`config.mk`:
```
export PLATFORM = sky130hd
export DESIGN_NAME = orx_exec
export DESIGN_NICKNAME = d
export VERILOG_FILES = /design/src/design/orx_exec.v
export VERILOG_INCLUDE_DIRS = /design/src /design/src/include
export SDC_FILE = /design/constraint.sdc
export NUM_CORES = 1
export LEC_CHECK = 0
export BUFFER_PORTS_ARGS = -buffer_cell sky130_fd_sc_hd__buf_2
export CAP_MARGIN = 15
export CORE_ASPECT_RATIO = 1.25
export CORE_UTILIZATION = 48
export CTS_BUF_LIST = sky130_fd_sc_hd__clkbuf_16
export DETAILED_ROUTE_END_ITERATION = 7
export GPL_TIMING_DRIVEN = 0
export PLACE_DENSITY = 0.83
export SLEW_MARGIN = 15
export SYNTH_ARGS = -nofsm -noshare
export SYNTH_HDL_FRONTEND = slang
export SYNTH_SLANG_ARGS = --single-unit
```
`constraint.sdc`:
```
create_clock -name SYS_CLK -period 2.7 [get_ports SYS_CLK]
set_input_delay 0.405 -clock SYS_CLK [delete_from_list [all_inputs] [get_ports SYS_CLK]]
set_output_delay 0.405 -clock SYS_CLK [all_outputs]
set_load 0.05 [all_outputs]
```
`src/include/orx_regs.vh`:
```
`ifndef ORX_REGS_VH
`define ORX_REGS_VH

// ---------------------------------------------------------------
// operation codes presented by the decoder
// ---------------------------------------------------------------
`define ORX_OP_W            3
`define ORX_OP_NONE         3'h0
`define ORX_OP_OR_IMM       3'h1
`define ORX_OP_OR_MEM       3'h2
`define ORX_OP_SUB_EXIT     3'h3
`define ORX_OP_SUB_EXIT_LIT 3'h4
`define ORX_OP_INT_EXIT     3'h5
`define ORX_OP_MEM_ROT      3'h6
`define ORX_OP_ROT_WORK     3'h7

// ---------------------------------------------------------------
// widths and reset values
// ---------------------------------------------------------------
`define ORX_DATA_W          8
`define ORX_ADDR_W          8
`define ORX_PC_W            11
`define ORX_MSB             7
`define ORX_ZERO8           8'h00
`define ORX_ZERO_PC         11'h000
`define ORX_WORK_RST        8'h00

// ---------------------------------------------------------------
// one-hot states
// ---------------------------------------------------------------
`define ORX_ST_W            3
`define ORX_ST_IDLE         3'h1
`define ORX_ST_READ         3'h2
`define ORX_ST_WRITE        3'h4

`endif

```
`src/design/orx_exec.v`:
```
`timescale 1ns/1ps
`default_nettype none
`include "orx_regs.vh"

module orx_exec (
    input  wire                       SYS_CLK,
    input  wire                       SYS_RST,
    input  wire                       OP_VALID,
    input  wire [`ORX_OP_W-1:0]       OP_CODE,
    input  wire [`ORX_DATA_W-1:0]     OP_IMM,
    input  wire [`ORX_ADDR_W-1:0]     OP_ADDR,
    input  wire [`ORX_DATA_W-1:0]     MEM_RDATA,
    input  wire [`ORX_PC_W-1:0]       STACK_TOP,
    input  wire                       IRQ_PENDING,
    output reg                        OP_BUSY,
    output reg                        OP_DONE,
    output reg  [`ORX_ADDR_W-1:0]     MEM_ADDR,
    output reg                        MEM_RD,
    output reg                        MEM_WR,
    output reg  [`ORX_DATA_W-1:0]     MEM_WDATA,
    output reg                        STACK_POP,
    output reg                        PC_LOAD,
    output reg  [`ORX_PC_W-1:0]       PC_VALUE,
    output reg                        IRQ_TAKE,
    output reg  [`ORX_DATA_W-1:0]     WORK_REG,
    output reg                        NIL_FLAG,
    output reg                        INT_ENABLE
);

    // -----------------------------------------------------------
    // helpers
    // -----------------------------------------------------------
    function [`ORX_DATA_W-1:0] rot_left;
        input [`ORX_DATA_W-1:0] v;
        begin
            rot_left = {v[`ORX_MSB-1:0], v[`ORX_MSB]};
        end
    endfunction

    function is_nil;
        input [`ORX_DATA_W-1:0] v;
        begin
            is_nil = (v == `ORX_ZERO8);
        end
    endfunction

    function [`ORX_DATA_W-1:0] or_byte;
        input [`ORX_DATA_W-1:0] a;
        input [`ORX_DATA_W-1:0] b;
        begin
            or_byte = a | b;
        end
    endfunction

    // -----------------------------------------------------------
    // sequencer states
    // -----------------------------------------------------------
    localparam [`ORX_ST_W-1:0] ST_IDLE  = `ORX_ST_IDLE;
    localparam [`ORX_ST_W-1:0] ST_READ  = `ORX_ST_READ;
    localparam [`ORX_ST_W-1:0] ST_WRITE = `ORX_ST_WRITE;

    // -----------------------------------------------------------
    // state
    // -----------------------------------------------------------
    reg [`ORX_ST_W-1:0]   state_r;
    reg [`ORX_OP_W-1:0]   op_r;
    reg [`ORX_DATA_W-1:0] imm_res;
    reg [`ORX_DATA_W-1:0] or_res;
    reg [`ORX_DATA_W-1:0] rot_res;

    // -----------------------------------------------------------
    // operand arithmetic
    // -----------------------------------------------------------
    always @*
    begin
        imm_res = or_byte(WORK_REG, OP_IMM);
        or_res  = or_byte(WORK_REG, MEM_RDATA);
        rot_res = rot_left(MEM_RDATA);
    end

    // -----------------------------------------------------------
    // sequencer
    // -----------------------------------------------------------
    always @(posedge SYS_CLK)
    begin
        if (SYS_RST)
        begin
            state_r    <= ST_IDLE;
            op_r       <= `ORX_OP_NONE;
            OP_BUSY    <= 1'b0;
            OP_DONE    <= 1'b0;
            MEM_ADDR   <= `ORX_ZERO8;
            MEM_RD     <= 1'b0;
            MEM_WR     <= 1'b0;
            MEM_WDATA  <= `ORX_ZERO8;
            STACK_POP  <= 1'b0;
            PC_LOAD    <= 1'b0;
            PC_VALUE   <= `ORX_ZERO_PC;
            IRQ_TAKE   <= 1'b0;
            WORK_REG   <= `ORX_WORK_RST;
            NIL_FLAG   <= 1'b0;
            INT_ENABLE <= 1'b0;
        end
        else
        begin
            OP_DONE   <= 1'b0;
            MEM_RD    <= 1'b0;
            MEM_WR    <= 1'b0;
            STACK_POP <= 1'b0;
            PC_LOAD   <= 1'b0;
            IRQ_TAKE  <= 1'b0;
            case (state_r)
                ST_IDLE:
                begin
                    if (OP_VALID)
                    begin
                        op_r <= OP_CODE;
                        case (OP_CODE)
                            `ORX_OP_OR_IMM:
                            begin
                                WORK_REG <= imm_res;
                                NIL_FLAG <= is_nil(imm_res);
                                OP_DONE  <= 1'b1;
                            end

                            `ORX_OP_SUB_EXIT:
                            begin
                                PC_VALUE  <= STACK_TOP;
                                PC_LOAD   <= 1'b1;
                                STACK_POP <= 1'b1;
                                OP_DONE   <= 1'b1;
                            end

                            `ORX_OP_SUB_EXIT_LIT:
                            begin
                                PC_VALUE  <= STACK_TOP;
                                PC_LOAD   <= 1'b1;
                                STACK_POP <= 1'b1;
                                WORK_REG  <= OP_IMM;
                                OP_DONE   <= 1'b1;
                            end

                            `ORX_OP_INT_EXIT:
                            begin
                                PC_VALUE   <= STACK_TOP;
                                PC_LOAD    <= 1'b1;
                                STACK_POP  <= 1'b1;
                                // only set here; cleared only by SYS_RST
                                INT_ENABLE <= 1'b1;
                                // pending handler runs ahead of the restored pc
                                IRQ_TAKE   <= IRQ_PENDING;
                                OP_DONE    <= 1'b1;
                            end

                            `ORX_OP_OR_MEM, `ORX_OP_MEM_ROT, `ORX_OP_ROT_WORK:
                            begin
                                MEM_ADDR <= OP_ADDR;
                                MEM_RD   <= 1'b1;
                                OP_BUSY  <= 1'b1;
                                state_r  <= ST_READ;
                            end

                            default:
                            begin
                                OP_DONE <= 1'b0;
                            end
                        endcase
                    end
                end

                ST_READ:
                begin
                    // memory answers while MEM_RD still stands
                    case (op_r)
                        `ORX_OP_OR_MEM:
                        begin
                            MEM_WDATA <= or_res;
                            MEM_WR    <= 1'b1;
                            NIL_FLAG  <= is_nil(or_res);
                        end

                        `ORX_OP_MEM_ROT:
                        begin
                            MEM_WDATA <= rot_res;
                            MEM_WR    <= 1'b1;
                        end

                        default:
                        begin
                            WORK_REG <= rot_res;
                        end
                    endcase
                    state_r <= ST_WRITE;
                end

                ST_WRITE:
                begin
                    OP_BUSY <= 1'b0;
                    OP_DONE <= 1'b1;
                    state_r <= ST_IDLE;
                end

                default:
                begin
                    state_r <= ST_IDLE;
                    OP_BUSY <= 1'b0;
                end
            endcase
        end
    end

endmodule
`default_nettype wire

```
==> results.cfg <==
[outcome]
status = complete, no violations

[synthesis]
synthArstFlopShare = 0
synth_seq_area_share = 0.464
synth-seq-cells = 49
yosysWarnings = 0
synth_area_leaders = dfxtp_1 (46%), mux2i_1 (9.5%), a21oi_1 (6.9%), nor2_1 (5.7%), nand2_1 (4.4%)
ys_types = 34
syn_nets = 278
synth_edf_count = 0
synth_top_cell_area_share = 0.464
synth_ff_type = dfxtp_1
syn-instance-count = 236
yosysTopAreaCell = dfxtp_1
avgSynthCellArea_um2 = 8.95
netlist_area_um2 = 2110

[floorplan]
die_x_um = 61.3
dieArea_um2 = 4670
coreArea_um2 = 4160
ios = 86
fp.dieH_um = 76.2
initial_core_util = 0.508
rows = 26

[critical_path]
end_kind = flop
crit_family = simple AND/OR/NAND/NOR gates
required_ns = 2.86
crit_top_cell = nor2_1
path_class = flop to flop
cp-start-kind = flop
critical-path-max-stage-delay_ns = 0.42
worst-path-buf-inv = 1
timing.rr.start = state_r[0]
rr_endpoint = PC_VALUE[6]
rr_worst_depth = 6
crit_arrival_ns = 1.98
path_cells = nor3b_2 -> nand2_1 -> nor2_1 -> buf_2 -> mux2i_1 -> nor2_1
cp_max_fo = 10
ff2ff_setup_slack_ns = 0.88
slowest_stage = dfxtp_1

[sta]
fin_crit_ns = 1.82
fin_skew_ns = 0.0102
relSlewSlack = 0.692
hold_viol_final = 0
hold_slack_ns = 0.352
tightestPinTransition_ns = 0.463
fmax_mhz = 549
rsz0062_at_grt = false
slew_viol_final = 0
period_share = 0.674
setup_viol_count_final = 0
setup_tns_ns = 0

[clocking]
insertion_delay_ns = 0.29
cts_setup_buffers = 0
numCtsBuffers = 5
cts-resized-gates = 0
clk_path_buf_depth = 2
cts.sinks = 49
cts_tree = built
htreeDepth = 2
clk_pin_slew_ns = 0.07
cts_root_buf = clkbuf_16
postCtsHoldBufs = 0

[detailed_routing]
drt_first_pass_iters = 4
first_iter_violations = 106
routedWlPerCell_um = 13.6
via_per_inst = 5.39
remaining_drc_errors = 0
ant_nets = 0
routed_wl_um = 5210
num_vias = 2071

[hold_path]
min_path_cells = 3
hold_end = PC_VALUE[10]
hp-class = input pin to flop
hold_path.startpoint = STACK_TOP[10]

[run]
drv_cap = 0

[cells_and_area]
final_common_cell = buf_2
fin_nets = 369
diodes = 0
mostFrequentLayoutCells = buf_2 (87), dfxtp_1 (49), nor2_1 (32), a21oi_1 (29), nand2_1 (25)
syn_to_final_growth_pct = 32.4
drive_gt1_frac = 0.314

[placement]
numPortBuffers = 84
gp_congestion = 0.901
place_hpwl_um = 3990

[global_route]
grt_start_max_net_pins = 17
grt_pass1_vias = 1954
grtUsageTotal = 0.232
antenna_found_initial = 0
grt_pass1_wl_um = 8390
gr-total-overflow = 0

[pwr]
leakagePower_uw = 0.00123
vdd_drop_max_v = 0.000443
p_per_area_nw_per_um2 = 660
[how the worst max path moves through the flow]
stage,startpoint,to,cells past startpoint
floorplan,state_r[2],NIL_FLAG,6
global placement,OP_CODE[0],WORK_REG[1],7
detailed placement,OP_CODE[0],WORK_REG[1],7
CTS,state_r[2],PC_VALUE[6],7
global route,state_r[0],WORK_REG[3],6
finish,state_r[0],PC_VALUE[6],6
[tightest hold or removal path: cells and delay by family]
family	cells	cell delay, ns
mux	1	0.05
buf+inv	1	0.08
simple gates	1	0.07
[cells in the mapped netlist (2+ instances only)]
cell	count
dfxtp_1	49
nor2_1	32
a21oi_1	29
nand2_1	25
mux2i_1	20
nand2b_1	10
a211o_1	8
clkbuf_1	8
o311ai_1	8
nor4_1	6
nor2b_1	5
o21ai_0	5
buf_2	3
nand3b_1	3
and2b_1	2
buf_6	2
nand3_1	2
o21a_1	2
o21ai_1	2
[sequential cells by signal, indices dropped and copies added (netlist names)]
| register | count |
|---|---|
| state_r | 3 |
| MEM_WDATA | 8 |
| op_r | 3 |
| NIL_FLAG | 1 |
| MEM_RD | 1 |
| WORK_REG | 8 |
| PC_LOAD | 1 |
| MEM_ADDR | 8 |
| PC_VALUE | 11 |
| MEM_WR | 1 |
| OP_DONE | 1 |
| INT_ENABLE | 1 |
| IRQ_TAKE | 1 |
| OP_BUSY | 1 |
[cells by family after synthesis]
| kind of cell | Yosys count | synth area share |
|---|---|---|
| compound gates | 56 | 0.166 |
| xor+xnor | 1 | 0.00415 |
| buf+inv | 15 | 0.0373 |
| flops | 49 | 0.464 |
| mux | 20 | 0.0947 |
| simple gates | 95 | 0.233 |
[per-layer routing]
| metal | vias to the layer above | routed length (um) | global-route usage | part of all wire |
|---|---|---|---|---|
| li1 | 1018 | - | - | - |
| met1 | 950 | 2090 | 0.270 | 0.40 |
| met2 | 93 | 2640 | 0.387 | 0.51 |
| met3 | 10 | 381 | 0.0747 | 0.073 |
| met4 | 0 | 96 | 0.0844 | 0.018 |
| met5 | - | 0 | 0 | 0 |
[final cells by class]
| type | count | area, um2 |
|---|---|---|
| Fill cell | 389 | 1370 |
| Inverter | 1 | 3.75 |
| Buffer | 14 | 75.1 |
| Sequential cell | 49 | 981 |
| Clock buffer | 5 | 125 |
| Clock inverter | 3 | 68.8 |
| Multi-Input combinational cell | 172 | 1050 |
| Tap cell | 56 | 70.1 |
| Timing Repair Buffer | 84 | 420 |
[report_power, final]
| part | switching (uW) | internal [uW] |
|---|---|---|
| sequential | 24.3 | 750 |
| combinational | 178 | 88.4 |
| clock | 271 | 534 |
| total | 473 | 1370 |
[through the flow]
stage               setup slack, ns  utilization  instances  area (um2)  total power, uW
detailed placement            0.869        0.625        376        2600             1060
global route                  0.692        0.672        384        2800             1910
finish                        0.880        0.672        384        2800             1850
CTS                           0.877        0.672        384        2800             1860
floorplan                      1.03            -        236        2110              967
global placement              0.889        0.625        376        2600             1050
(Power assumes the default switching activity.)
